`config.mk`:
```
export PLATFORM = sky130hd
export DESIGN_NAME = adccal_ctrl
export DESIGN_NICKNAME = d
export VERILOG_FILES = /design/src/adccal_fifo.v /design/src/adccal_rate_div.v /design/src/adccal_ctrl.v
export VERILOG_INCLUDE_DIRS = /design/src
export SDC_FILE = /design/constraint.sdc
export NUM_CORES = 1
export LEC_CHECK = 0
export BUFFER_PORTS_ARGS = -buffer_cell sky130_fd_sc_hd__buf_2
export CAP_MARGIN = 20
export CORE_AREA = 4 4 177 179
export CTS_BUF_LIST = sky130_fd_sc_hd__clkbuf_2
export DETAILED_ROUTE_END_ITERATION = 6
export DIE_AREA = 0 0 181 183
export GPL_TIMING_DRIVEN = 0
export HOLD_SLACK_MARGIN = 0.15
export PLACE_DENSITY_LB_ADDON = 0.12
export SLEW_MARGIN = 20
export SYNTH_ARGS = -nofsm -noshare
export SYNTH_HDL_FRONTEND = slang
export SYNTH_SLANG_ARGS = --single-unit
```
`constraint.sdc`:
```
create_clock -name core_clk -period 3.1 [get_ports core_clk]
set_input_delay 0.155 -clock core_clk [delete_from_list [all_inputs] [get_ports core_clk]]
set_output_delay 0.155 -clock core_clk [all_outputs]
set_load 0.02 [all_outputs]
```
`src/adccal_defines.vh`:
```
`ifndef ADCCAL_DEFINES_VH
`define ADCCAL_DEFINES_VH

`define ADCCAL_CLK_MHZ 25
`define ADCCAL_SCLK_HALF_NS 160
`define ADCCAL_SCLK_HALF_CYC ((`ADCCAL_SCLK_HALF_NS * `ADCCAL_CLK_MHZ + 999) / 1000)
`define ADCCAL_OUT_PERIOD_US 1000
`define ADCCAL_OUT_PERIOD_CYC (`ADCCAL_OUT_PERIOD_US * `ADCCAL_CLK_MHZ)

`define ADCCAL_WORD_W 24
`define ADCCAL_FIFO_DEPTH 8
`define ADCCAL_FIFO_AW 3

`define ADCCAL_CTRL_RESET 24'h000000
`define ADCCAL_CTRL_MODE_HI 23
`define ADCCAL_CTRL_MODE_LO 21
`define ADCCAL_CTRL_WL24_BIT 20
`define ADCCAL_CTRL_CALRD_BIT 19
`define ADCCAL_CTRL_CALFS_BIT 18

`define ADCCAL_MODE_NORMAL 3'h0
`define ADCCAL_MODE_SELF 3'h1
`define ADCCAL_MODE_SYS_ZERO 3'h2
`define ADCCAL_MODE_SYS_FULL 3'h3
`define ADCCAL_MODE_SYS_OFFSET 3'h4
`define ADCCAL_MODE_BACKGROUND 3'h5

`define ADCCAL_DUR_SELF 4'h9
`define ADCCAL_DUR_SYS_STEP 4'h4
`define ADCCAL_DUR_BACKGROUND 4'h6

`define ADCCAL_BITS_16 5'h10
`define ADCCAL_BITS_24 5'h18

`endif

```
`src/adccal_fifo.v`:
```
`timescale 1ns/10ps
module adccal_fifo #(
    parameter WIDTH = 24,
    parameter DEPTH = 8,
    parameter AW = 3
) (
    // Clock and reset
    input wire core_clk,
    input wire reset_n,
    // Fill side
    input wire in_valid,
    output wire in_ready,
    input wire [WIDTH-1:0] in_data,
    // Drain side
    output wire out_valid,
    input wire out_ready,
    output wire [WIDTH-1:0] out_data
);

reg [WIDTH-1:0] mem [0:DEPTH-1];
reg [AW-1:0] wr_ptr;
reg [AW-1:0] rd_ptr;
reg [AW:0] count;
reg not_full;
wire push;
wire pop;
localparam [31:0] LAST_W = DEPTH - 1;

// Kept in a flop so the ready output needs no decode after the count
assign in_ready = not_full;
assign out_valid = (count != {(AW+1){1'b0}});
assign out_data = mem[rd_ptr];
assign push = in_valid && in_ready;
assign pop = out_valid && out_ready;

always @(posedge core_clk)
begin
    if (push)
    begin
        mem[wr_ptr] <= in_data;
    end
end

always @(posedge core_clk)
begin
    if (!reset_n)
    begin
        wr_ptr <= {AW{1'b0}};
        rd_ptr <= {AW{1'b0}};
        count <= {(AW+1){1'b0}};
        not_full <= 1'b1;
    end
    else
    begin
        if (push)
        begin
            wr_ptr <= wr_ptr + {{(AW-1){1'b0}}, 1'b1};
        end
        if (pop)
        begin
            rd_ptr <= rd_ptr + {{(AW-1){1'b0}}, 1'b1};
        end
        if (push && !pop)
        begin
            count <= count + {{AW{1'b0}}, 1'b1};
            not_full <= (count != LAST_W[AW:0]);
        end
        else if (pop && !push)
        begin
            count <= count - {{AW{1'b0}}, 1'b1};
            not_full <= 1'b1;
        end
    end
end

endmodule

```
`src/adccal_rate_div.v`:
```
`timescale 1ns/10ps
module adccal_rate_div #(
    parameter PERIOD = 25000
) (
    // Clock and reset
    input wire core_clk,
    input wire reset_n,
    // One-cycle pulse per output-rate period
    output reg tick
);

reg [31:0] cnt;

always @(posedge core_clk)
begin
    if (!reset_n)
    begin
        cnt <= 32'h00000000;
        tick <= 1'b0;
    end
    else if (cnt == PERIOD - 1)
    begin
        cnt <= 32'h00000000;
        tick <= 1'b1;
    end
    else
    begin
        cnt <= cnt + 32'h00000001;
        tick <= 1'b0;
    end
end

endmodule

```
`src/adccal_ctrl.v`:
```
// Notes on behaviour
// - Mode field selects one of five calibrations
// - Self and offset calibration take nine periods
// - Each system calibration step takes four periods
// - Background calibration: internal points, six periods
// - Reset loads control register with known value
// - Mode pin high: device drives serial clock
// - Select low reads control, high output/calibration
// - Ready flag falls when new word stored
// - Ready flag rises after last output bit
// - Unread words keep overwriting; flag stays low
// - Word arriving during output read is dropped
// - Control or calibration reads leave flag alone
// - Output-read frame start with flag high transfers nothing
// - Frame start enables clock, presents MSB
// - Bits change on falling clock edges
// - Falling edge after LSB: release; flag high after output read
// - Writes only to control or calibration registers
// - Calibration completion pulls ready flag low, except background
`timescale 1ns/10ps
`include "adccal_defines.vh"
module adccal_ctrl #(
    parameter OUT_PERIOD_CYC = `ADCCAL_OUT_PERIOD_CYC
) (
    // Clock and reset
    input wire core_clk,
    input wire reset_n,
    // Host serial pins
    input wire read_frame_strobe_n,
    input wire register_select,
    input wire mode_pin,
    output reg sclk_out,
    output reg sclk_oe,
    output reg serial_data_out,
    output reg serial_data_oe,
    output reg sample_ready_n,
    // Register write path
    input wire reg_wr_en,
    input wire reg_wr_sel,
    input wire [23:0] reg_wr_data,
    // Converter results
    input wire result_valid,
    input wire [23:0] result_data,
    output wire result_ready,
    // Calibration measurements
    input wire [23:0] cal_zero_value,
    input wire [23:0] cal_full_value,
    // Status
    output reg [23:0] ctrl_reg,
    output reg cal_busy,
    output reg cal_zero_phase,
    output reg cal_internal_src
);

localparam integer SCLK_HALF_CYC = `ADCCAL_SCLK_HALF_CYC;
localparam [31:0] HALF_LAST_W = SCLK_HALF_CYC - 1;
localparam [2:0] HALF_LAST = HALF_LAST_W[2:0];
localparam [1:0] ST_IDLE = 2'h0;
localparam [1:0] ST_SHIFT = 2'h1;
localparam [1:0] ST_HOLD = 2'h2;

////////////////////////////////////////////////////////////////////////

reg rfs_meta;
reg rfs_sync;
reg rfs_prev;
reg sel_meta;
reg sel_sync;
reg mode_meta;
reg mode_sync;
reg [23:0] out_reg;
reg [23:0] cal_offset;
reg [23:0] cal_gain;
reg [3:0] cal_left;
reg [3:0] cal_total;
reg [2:0] cal_mode;
reg [1:0] state;
reg [4:0] bit_cnt;
reg [4:0] bit_total;
reg [23:0] shift;
reg out_read;
reg [2:0] half_cnt;
wire rate_tick;
wire fifo_valid;
wire [23:0] fifo_data;
wire rfs_fall;
wire [2:0] wr_mode;
wire cal_start;
wire cal_done;
wire new_word;
wire wl24;
reg [3:0] next_cal_total;

assign rfs_fall = rfs_prev && !rfs_sync;
assign wl24 = ctrl_reg[`ADCCAL_CTRL_WL24_BIT];
assign wr_mode = reg_wr_data[`ADCCAL_CTRL_MODE_HI:`ADCCAL_CTRL_MODE_LO];

////////////////////////////////////////////////////////////////////////

// Host pins pass two flops before use
always @(posedge core_clk)
begin
    if (!reset_n)
    begin
        rfs_meta <= 1'b1;
        rfs_sync <= 1'b1;
        rfs_prev <= 1'b1;
        sel_meta <= 1'b0;
        sel_sync <= 1'b0;
        mode_meta <= 1'b0;
        mode_sync <= 1'b0;
    end
    else
    begin
        rfs_meta <= read_frame_strobe_n;
        rfs_sync <= rfs_meta;
        rfs_prev <= rfs_sync;
        sel_meta <= register_select;
        sel_sync <= sel_meta;
        mode_meta <= mode_pin;
        mode_sync <= mode_meta;
    end
end

adccal_rate_div #(
    .PERIOD(OUT_PERIOD_CYC)
) u_rate (
    .core_clk(core_clk),
    .reset_n(reset_n),
    .tick(rate_tick)
);

// Drained once per output period, so a fast source really fills it
adccal_fifo #(
    .WIDTH(`ADCCAL_WORD_W),
    .DEPTH(`ADCCAL_FIFO_DEPTH),
    .AW(`ADCCAL_FIFO_AW)
) u_fifo (
    .core_clk(core_clk),
    .reset_n(reset_n),
    .in_valid(result_valid),
    .in_ready(result_ready),
    .in_data(result_data),
    .out_valid(fifo_valid),
    .out_ready(rate_tick),
    .out_data(fifo_data)
);

////////////////////////////////////////////////////////////////////////

assign cal_start = reg_wr_en && !reg_wr_sel && (wr_mode != `ADCCAL_MODE_NORMAL) &&
    (wr_mode <= `ADCCAL_MODE_BACKGROUND);
assign cal_done = cal_busy && rate_tick && (cal_left == 4'h1);
// Results are dropped while calibrating and during an output read
assign new_word = rate_tick && fifo_valid && !cal_busy && !(state == ST_SHIFT && out_read);

always @*
begin
    next_cal_total = `ADCCAL_DUR_SELF;
    case (wr_mode)
        `ADCCAL_MODE_SELF: next_cal_total = `ADCCAL_DUR_SELF;
        `ADCCAL_MODE_SYS_OFFSET: next_cal_total = `ADCCAL_DUR_SELF;
        `ADCCAL_MODE_SYS_ZERO: next_cal_total = `ADCCAL_DUR_SYS_STEP;
        `ADCCAL_MODE_SYS_FULL: next_cal_total = `ADCCAL_DUR_SYS_STEP;
        `ADCCAL_MODE_BACKGROUND: next_cal_total = `ADCCAL_DUR_BACKGROUND;
        default: next_cal_total = `ADCCAL_DUR_SELF;
    endcase
end

// Register writes and calibration sequencing
always @(posedge core_clk)
begin
    if (!reset_n)
    begin
        ctrl_reg <= `ADCCAL_CTRL_RESET;
        cal_offset <= 24'h000000;
        cal_gain <= 24'h000000;
        out_reg <= 24'h000000;
        cal_busy <= 1'b0;
        cal_left <= 4'h0;
        cal_total <= 4'h0;
        cal_mode <= `ADCCAL_MODE_NORMAL;
        cal_zero_phase <= 1'b0;
        cal_internal_src <= 1'b0;
    end
    else
    begin
        if (reg_wr_en && !reg_wr_sel)
        begin
            ctrl_reg <= reg_wr_data;
        end
        else if (reg_wr_en && reg_wr_sel && ctrl_reg[`ADCCAL_CTRL_CALFS_BIT])
        begin
            cal_gain <= reg_wr_data;
        end
        else if (reg_wr_en && reg_wr_sel)
        begin
            cal_offset <= reg_wr_data;
        end
        if (new_word)
        begin
            out_reg <= fifo_data;
        end
        if (cal_start)
        begin
            cal_busy <= 1'b1;
            cal_mode <= wr_mode;
            cal_left <= next_cal_total;
            cal_total <= next_cal_total;
        end
        else if (cal_done)
        begin
            cal_busy <= 1'b0;
            cal_left <= 4'h0;
            if (cal_mode != `ADCCAL_MODE_SYS_FULL)
            begin
                cal_offset <= cal_zero_value;
            end
            if (cal_mode != `ADCCAL_MODE_SYS_ZERO)
            begin
                cal_gain <= cal_full_value;
            end
        end
        else if (cal_busy && rate_tick)
        begin
            cal_left <= cal_left - 4'h1;
        end
        // Zero point measured in the first half of a combined sequence
        cal_zero_phase <= cal_busy && (cal_mode != `ADCCAL_MODE_SYS_FULL) &&
            ((cal_mode == `ADCCAL_MODE_SYS_ZERO) || ({cal_left, 1'b0} > {1'b0, cal_total}));
        cal_internal_src <= cal_busy && ((cal_mode == `ADCCAL_MODE_SELF) ||
            (cal_mode == `ADCCAL_MODE_BACKGROUND) ||
            (cal_mode == `ADCCAL_MODE_SYS_OFFSET && !cal_zero_phase));
    end
end

////////////////////////////////////////////////////////////////////////

// Serial read port, self-clocking only
always @(posedge core_clk)
begin
    if (!reset_n)
    begin
        state <= ST_IDLE;
        sclk_out <= 1'b1;
        sclk_oe <= 1'b0;
        serial_data_out <= 1'b0;
        serial_data_oe <= 1'b0;
        sample_ready_n <= 1'b1;
        bit_cnt <= 5'h00;
        bit_total <= 5'h00;
        shift <= 24'h000000;
        out_read <= 1'b0;
        half_cnt <= 3'h0;
    end
    else
    begin
        case (state)
            ST_IDLE:
            begin
                // External clocking is not built: frames need the mode pin high
                if (mode_sync && rfs_fall)
                begin
                    bit_cnt <= 5'h00;
                    half_cnt <= 3'h0;
                    if (!sel_sync)
                    begin
                        shift <= ctrl_reg;
                        bit_total <= `ADCCAL_BITS_24;
                        out_read <= 1'b0;
                        state <= ST_SHIFT;
                    end
                    else if (ctrl_reg[`ADCCAL_CTRL_CALRD_BIT])
                    begin
                        shift <= ctrl_reg[`ADCCAL_CTRL_CALFS_BIT] ? cal_gain : cal_offset;
                        bit_total <= `ADCCAL_BITS_24;
                        out_read <= 1'b0;
                        state <= ST_SHIFT;
                    end
                    else if (sample_ready_n)
                    begin
                        state <= ST_HOLD;
                    end
                    else
                    begin
                        shift <= wl24 ? out_reg : {out_reg[23:8], 8'h00};
                        bit_total <= wl24 ? `ADCCAL_BITS_24 : `ADCCAL_BITS_16;
                        out_read <= 1'b1;
                        state <= ST_SHIFT;
                    end
                    if (sel_sync && !ctrl_reg[`ADCCAL_CTRL_CALRD_BIT] && sample_ready_n)
                    begin
                        sclk_oe <= 1'b0;
                        serial_data_oe <= 1'b0;
                    end
                    else
                    begin
                        sclk_out <= 1'b1;
                        sclk_oe <= 1'b1;
                        serial_data_oe <= 1'b1;
                        serial_data_out <= !sel_sync ? ctrl_reg[23] :
                            ctrl_reg[`ADCCAL_CTRL_CALRD_BIT] ?
                            (ctrl_reg[`ADCCAL_CTRL_CALFS_BIT] ? cal_gain[23] : cal_offset[23]) :
                            out_reg[23];
                    end
                end
            end
            ST_SHIFT:
            begin
                // Strobe high mid-word pauses the clock and floats the data
                serial_data_oe <= !rfs_sync;
                if (!rfs_sync)
                begin
                    if (half_cnt == HALF_LAST)
                    begin
                        half_cnt <= 3'h0;
                        if (!sclk_out)
                        begin
                            sclk_out <= 1'b1;
                            bit_cnt <= bit_cnt + 5'h01;
                        end
                        else if (bit_cnt == bit_total)
                        begin
                            sclk_out <= 1'b0;
                            sclk_oe <= 1'b0;
                            serial_data_oe <= 1'b0;
                            state <= ST_HOLD;
                        end
                        else
                        begin
                            sclk_out <= 1'b0;
                            if (bit_cnt != 5'h00)
                            begin
                                shift <= {shift[22:0], 1'b0};
                                serial_data_out <= shift[22];
                            end
                        end
                    end
                    else
                    begin
                        half_cnt <= half_cnt + 3'h1;
                    end
                end
            end
            ST_HOLD:
            begin
                if (rfs_sync)
                begin
                    state <= ST_IDLE;
                end
            end
            default:
            begin
                state <= ST_IDLE;
            end
        endcase
        // Flag falls win over the rise so no event is lost
        if (state == ST_SHIFT && out_read && !rfs_sync && half_cnt == HALF_LAST &&
            sclk_out && bit_cnt == bit_total)
        begin
            sample_ready_n <= 1'b1;
        end
        if (cal_start && wr_mode != `ADCCAL_MODE_BACKGROUND)
        begin
            sample_ready_n <= 1'b1;
        end
        if (new_word)
        begin
            sample_ready_n <= 1'b0;
        end
        if (cal_done && cal_mode != `ADCCAL_MODE_BACKGROUND)
        begin
            sample_ready_n <= 1'b0;
        end
    end
end

endmodule

```
=== Word-level counts from Yosys, hierarchy flattened ===
Memories as Yosys holds them, arrays and structs flattened. A register that Yosys moved wholly into a read port is not among the register bits.
Cells that the tools add are included.

* $lt $le $gt $ge: 2
* Reductions and logical operators: 60
* Mux-type cells: 95
* Bitwise gates (word level): 1
* Add/sub/neg operators: 8
* Equality and inequality tests: 30

{| class="wikitable"
|+ Operators by type and width
! operator !! count
|-
| $mux W24 || 11
|-
| $mux W23 || 10
|-
| $pmux W23 S2 || 1
|-
| $mux W1 || 39
|-
| $mux W5 || 7
|-
| $add A32 B1 Y32 const B || 1
|-
| $eq A32 B15 Y1 const B || 1
|-
| $logic_and A1 B1 Y1 || 28
|-
| $mux W4 || 6
|-
| $ne A2 B2 Y1 const B || 10
|-
| $mux W2 || 9
|-
| $reduce_and A8 Y1 || 2
|-
| $eq A3 B2 Y1 const B || 4
|-
| $reduce_and A6 Y1 || 2
|-
| $pmux W5 S2 || 1
|-
| $reduce_and A5 Y1 || 2
|-
| $add A3 B1 Y3 const B || 3
|-
| $eq A3 B3 Y1 const B || 3
|-
| $logic_not A1 Y1 || 9
|-
| $mux W3 || 3
|-
| $ne A3 B3 Y1 const B || 3
|-
| $mux W8 || 1
|-
| $pmux W1 S2 || 4
|-
| $pmux W4 S2 || 1
|-
| 25 further kinds || 35
|}

* Output and inout bits: 33
* Memory bits (writable): 192
* Logic and storage cells: 230
* Memories kept: 1
* Flip-flop bits (word level): 181

{| class="wikitable"
|+ Memory list
! name !! words !! bits a word !! read ports !! clocked after Yosys merged registers in !! write ports !! line !! RTL
|-
| u_fifo.mem || 8 || 24 || 1 || 1 || 1 || adccal_fifo.v:20 || <nowiki>reg [WIDTH-1:0] mem [0:DEPTH-1];</nowiki>
|}

=== Depth between registers and ports, before layout ===
* Depth after elaboration: 10
* Gate-level depth with buffers: 10
* Depth with buffers taken out: 10

=== Modules after synthesis ===
From an unflattened synthesis, not the netlist that was laid out.

* Cell total of the unflattened synthesis: 1454
* Area total of the unflattened synthesis: 17254.0 um^2

{| class="wikitable"
|+ By module, submodules not included
! module !! cells each !! instances !! area each (um^2)
|-
| adccal_fifo || 358 || 1 || 8001.4
|-
| adccal_ctrl || 906 || 1 || 7576.0
|-
| adccal_rate_div || 190 || 1 || 1676.6
|}

=== Least setup slack after synthesis ===
Ideal clock, no wire load.

* Kind: register -> register
* Start: register u_fifo.not_full (netlist: u_fifo.in_ready)
* End: memory u_fifo.mem[0][0], enable pin
* Path slack: -343 ps
* Data arrival time: 2977 ps
* Period minus slack after synthesis: 3443 ps
* Cell stages (with the launch flop): 3
* Buffers on the path: 0
* Data required time: 2634 ps
* Path through: dfxtp_1 > nand2_1 > nor4_1

* Cells in the longest elaborated chain, start to end: 3

{| class="wikitable"
|+ RTL lines
! what !! line !! RTL
|-
| start: declaration || adccal_fifo.v:24 || <nowiki>reg not_full;</nowiki>
|-
| start signal: assignment || adccal_fifo.v:66 || <nowiki>not_full <= (count != LAST_W[AW:0]);</nowiki>
|-
| $logic_and A1 B1 Y1 || adccal_fifo.v:33 || <nowiki>assign push = in_valid && in_ready;</nowiki>
|-
| $mux W1 || adccal_fifo.v:38 || <nowiki>if (push)</nowiki>
|-
| $mux W1 (not written as such) || adccal_fifo.v:40 || <nowiki>mem[wr_ptr] <= in_data;</nowiki>
|-
| end: declaration || adccal_fifo.v:20 ||
|}

Every way passes these cells.

=== Worst setup path in the final report ===
* Start: input reg_wr_en
* End: register cal_gain[10]

* Cells in the longest elaborated chain, start to end: 7

{| class="wikitable"
|+ RTL lines
! what !! line !! RTL
|-
| start: declaration || adccal_ctrl.v:38 || <nowiki>input wire reg_wr_en,</nowiki>
|-
| $logic_and A1 B1 Y1 (2 in series) || adccal_ctrl.v:192 || <nowiki>else if (reg_wr_en && reg_wr_sel && ctrl_reg[`ADCCAL_CTRL_CALFS_BIT])</nowiki>
|-
| $mux W24 || adccal_ctrl.v:192 ||
|-
| $mux W24 || adccal_ctrl.v:188 || <nowiki>if (reg_wr_en && !reg_wr_sel)</nowiki>
|-
| $mux W24 || adccal_ctrl.v:219 || <nowiki>if (cal_mode != `ADCCAL_MODE_SYS_ZERO)</nowiki>
|-
| $mux W24 || adccal_ctrl.v:211 || <nowiki>else if (cal_done)</nowiki>
|-
| $mux W24 * || adccal_ctrl.v:204 || <nowiki>if (cal_start)</nowiki>
|-
| end signal: assignment || adccal_ctrl.v:194 || <nowiki>cal_gain <= reg_wr_data;</nowiki>
|-
| end signal: assignment || adccal_ctrl.v:221 || <nowiki>cal_gain <= cal_full_value;</nowiki>
|-
| end: declaration || adccal_ctrl.v:73 || <nowiki>reg [23:0] cal_gain;</nowiki>
|}

Every way passes the cells marked *; elsewhere a longest branch is shown, timed or not.
A chain may end at the register's enable or synchronous reset.

==> results.json <==
{
  "outcome": "complete, but fails checks",
  "failed_checks": "negative setup slack",
  "syn_nets": 1507,
  "ys.flop_type": "dfxtp_1",
  "async_flop_share_pct": 0,
  "synthCells": 1388,
  "top_register": "u_fifo.mem",
  "dieArea_mm2": 0.0331,
  "drive_gt1_share_pct": 21.3,
  "largest_register_ff_count": 192,
  "hold_path_end": "rfs_prev",
  "grt_pass1_vias": 14948,
  "fillCellCount": 1886,
  "route.detailed.drc": 0,
  "clock_power_share_pct": 36.3,
  "seqPwrFrac_pct": 54.6,
  "slew_headroom_pct": 37.5,
  "h-tree-depth": 3,
  "synth_warnings": 0,
  "hpwl_mm": 29.7,
  "cellInternalPower_w": 0.00754,
  "synth-adder-area-share_pct": 1.18,
  "synth_most_common_cell": "dfxtp_1",
  "reg2reg_depth": 7,
  "ys_types": 62,
  "clk_pin_slew_worst_paths_ps": 130,
  "r2r_end": "cal_gain[10]",
  "setup_viol": 22,
  "grt_usage_pct": 31.8,
  "io_buffers": 134,
  "synth-seq-area-share_pct": 59.2,
  "clk_path_buf_depth": 3,
  "pre_cts_ws_ps": 282,
  "synth_area_per_cell_um2": 11.9,
  "post_layout_nonfiller_instances": 2422,
  "ys_ff_latch": 393,
  "min_from": "reset_n",
  "r2r_slack_ps": -20,
  "ant_nets": 0,
  "setup_ws_ps": -195,
  "gr-total-overflow": 0,
  "hold_violations": 0,
  "cts_tree": "built",
  "hold_class": "in -> reg",
  "finalPower_w": 0.0103,
  "num_rows": 63,
  "required_ps": 4070,
  "ir_drop_mv": 0.327,
  "fin_nets": 2064,
  "synthTopCellsByCount": "dfxtp_1 (201), edfxtp_1 (192), nor2_1 (126), a21oi_1 (108), nand2_1 (106)",
  "worstMarginPinSlew_ps": 937,
  "worst_setup_path_start_kind": "input pin",
  "synth_top_cell_area_share_pct": 34.8,
  "period_needed_ps": 3300,
  "critPathMaxFanout": 10,
  "core_area_mm2": 0.0296,
  "synth-compound-area-share_pct": 11.0,
  "synth_edf_count": 192,
  "clock-root-buffer": "clkbuf_2",
  "antenna_found_initial": 9,
  "post_drt_wl_per_cell_um": 22.5,
  "die_w_um": 181,
  "critPathKind": "in -> reg",
  "die_y_um": 183,
  "worst_clock_skew_ps": 120,
  "io_pins": 137,
  "holdPathStages": 3,
  "yosysTopAreaCell": "edfxtp_1",
  "yosys.area_share.simple_pct": 10.7,
  "largest_registers": "u_fifo.mem x192, u_rate.cnt x32",
  "p_per_area_mw_per_mm2": 470,
  "start_util_pct": 56.0,
  "numCtsBuffers": 101,
  "gp_congestion": 0.892,
  "slew_viol_final": 0,
  "p_sw_w": 0.00279,
  "syn_to_final_growth_pct": 32.9,
  "period_share_pct": 106,
  "post_drt_via_cell_ratio": 6.00,
  "grt_max_degree": 16,
  "wl_mm": 54.6,
  "worstSetupEndpointType": "flop",
  "r2r_start": "cal_mode[1]",
  "synth_top_family_by_area": "multiplexers",
  "power.share.switching_pct": 27.0,
  "dp.cells": 1929,
  "clock_latency_ps": 1060,
  "max_cap_violations": 0,
  "synthesis.area_mm2": 0.0165,
  "grt_pass1_wl_mm": 83.1,
  "num_vias": 14521,
  "synth-xor-area-share_pct": 2.28,
  "muxShareOfSynthArea_pct": 12.5,
  "ys_top_cells_by_area": "edfxtp_1 (35%), dfxtp_1 (24%), mux4_2 (6.5%), mux2i_1 (5.4%), a21oi_1 (3.3%)",
  "power_frac_comb_pct": 9.1,
  "drtIter0Drc": 1638,
  "max_freq_mhz": 303,
  "p_leak_nw": 8.52,
  "cts_sinks": 393,
  "arrival_ps": 4260,
  "dr.pass1.iters": 6
}
[metal layers]
| layer | vias up | GRT usage, % | part of all wire, % |
|---|---|---|---|
| met5 | - | 0 | 0.024 |
| met4 | 2 | 18.3 | 6.5 |
| met3 | 325 | 8.69 | 10 |
| met2 | 1060 | 53.2 | 47 |
| met1 | 6803 | 37.3 | 36 |
| li1 | 6331 | - | - |
[power by group through the flow]
stage / registers (W) / clock network [W] / logic (W)
after floorplan: 0.00575 / 0 / 0.000327
after global placement: 0.00575 / 0 / 0.000576
after detailed placement: 0.00575 / 0 / 0.000611
after CTS: 0.00563 / 0.00374 / 0.000861
after global routing: 0.00565 / 0.00406 / 0.000987
final: 0.00564 / 0.00375 / 0.000940
[how the worst max path moves through the flow]
stage	start	endpoint	slack (ps)
3_3_place_gp	u_fifo.in_ready	u_fifo.mem[2][3]	-1410
3_5_place_dp	u_fifo.count[0]	u_fifo.count[3]	280
5_1_grt	cal_mode[1]	cal_gain[20]	-500
4_1_cts	cal_mode[1]	cal_gain[10]	160
6_report	reg_wr_en	cal_gain[10]	-200
2_1_floorplan	u_fifo.in_ready	u_fifo.mem[2][0]	110
[worst max-delay path, stage by stage]
cell	delay [ps]
dlygate4sd3_1	530
buf_2	170
nor2b_1	220
dlygate4sd3_1	600
clkbuf_4	240
nand3b_1	160
o311ai_1	270
buf_4	340
nor2_1	70
dlygate4sd3_1	560
a211oi_1	280
dlygate4sd3_1	670
[kinds of logic after synthesis]
group                      Yosys count
buffers and inverters              127
DFF                                393
muxes                              145
AOI/OAI and AO/OA                  290
and+or+nand+nor                    375
xor gates and xnor gates            43
adders and majority gates           15
[per-stage QoR]
stage	hold slack (ps)	cell area, um^2	util [%]	TNS [ps]
after floorplan	254	16600	-	0
after global placement	334	17700	59.9	-145050
after detailed placement	339	18000	60.8	0
after CTS	198	21900	74.2	0
after global routing	237	22000	74.4	-6440
final	272	22000	74.4	-1640
[what timing repair did]
item                                   CTS  global route
resized for setup                        0            19
setup endpoints to repair                0            23
hold buffers                           302             0
endpoints found under the hold margin  422             0
setup buffers                            0             1
[layout by cell type, fill, tap and decap left out, types with 5 or more instances in the layout]
| cell | instances |
|---|---|
| nand2b_1 | 33 |
| nor3_1 | 7 |
| xor2_1 | 31 |
| dfxtp_1 | 201 |
| dlygate4sd3_1 | 302 |
| and2_1 | 10 |
| nand3b_1 | 7 |
| mux4_2 | 48 |
| o21ai_0 | 70 |
| o211ai_1 | 8 |
| nand4_1 | 16 |
| a21oi_1 | 108 |
| inv_1 | 35 |
| edfxtp_1 | 192 |
| xnor2_1 | 12 |
| or3_1 | 8 |
| a211oi_1 | 51 |
| buf_1 | 5 |
| clkbuf_1 | 52 |
| nand3_1 | 19 |
| and3_1 | 9 |
| mux2i_1 | 89 |
| buf_4 | 22 |
| ha_1 | 14 |
| o221ai_1 | 14 |
| clkinv_1 | 13 |
| nor3_2 | 5 |
| nor2b_1 | 5 |
| buf_2 | 156 |
| mux2_2 | 8 |
| nor2_1 | 123 |
| clkbuf_2 | 160 |
| diode_2 | 9 |
| nand2_1 | 106 |
| o2111ai_1 | 9 |
| nor4_1 | 11 |
[area by class of cell]
cell class	count	area [um^2]	area share (%)
antenna	9	22.5	0.102
buffer	91	422	1.92
clock buffer	160	801	3.64
clock inverter	21	150	0.683
inverter	36	135	0.615
multi-input combinational	868	6280	28.6
sequential	393	9790	44.5
tap	390	488	2.22
timing repair buffer	454	3900	17.7
Power figures use the tool's default switching activity.
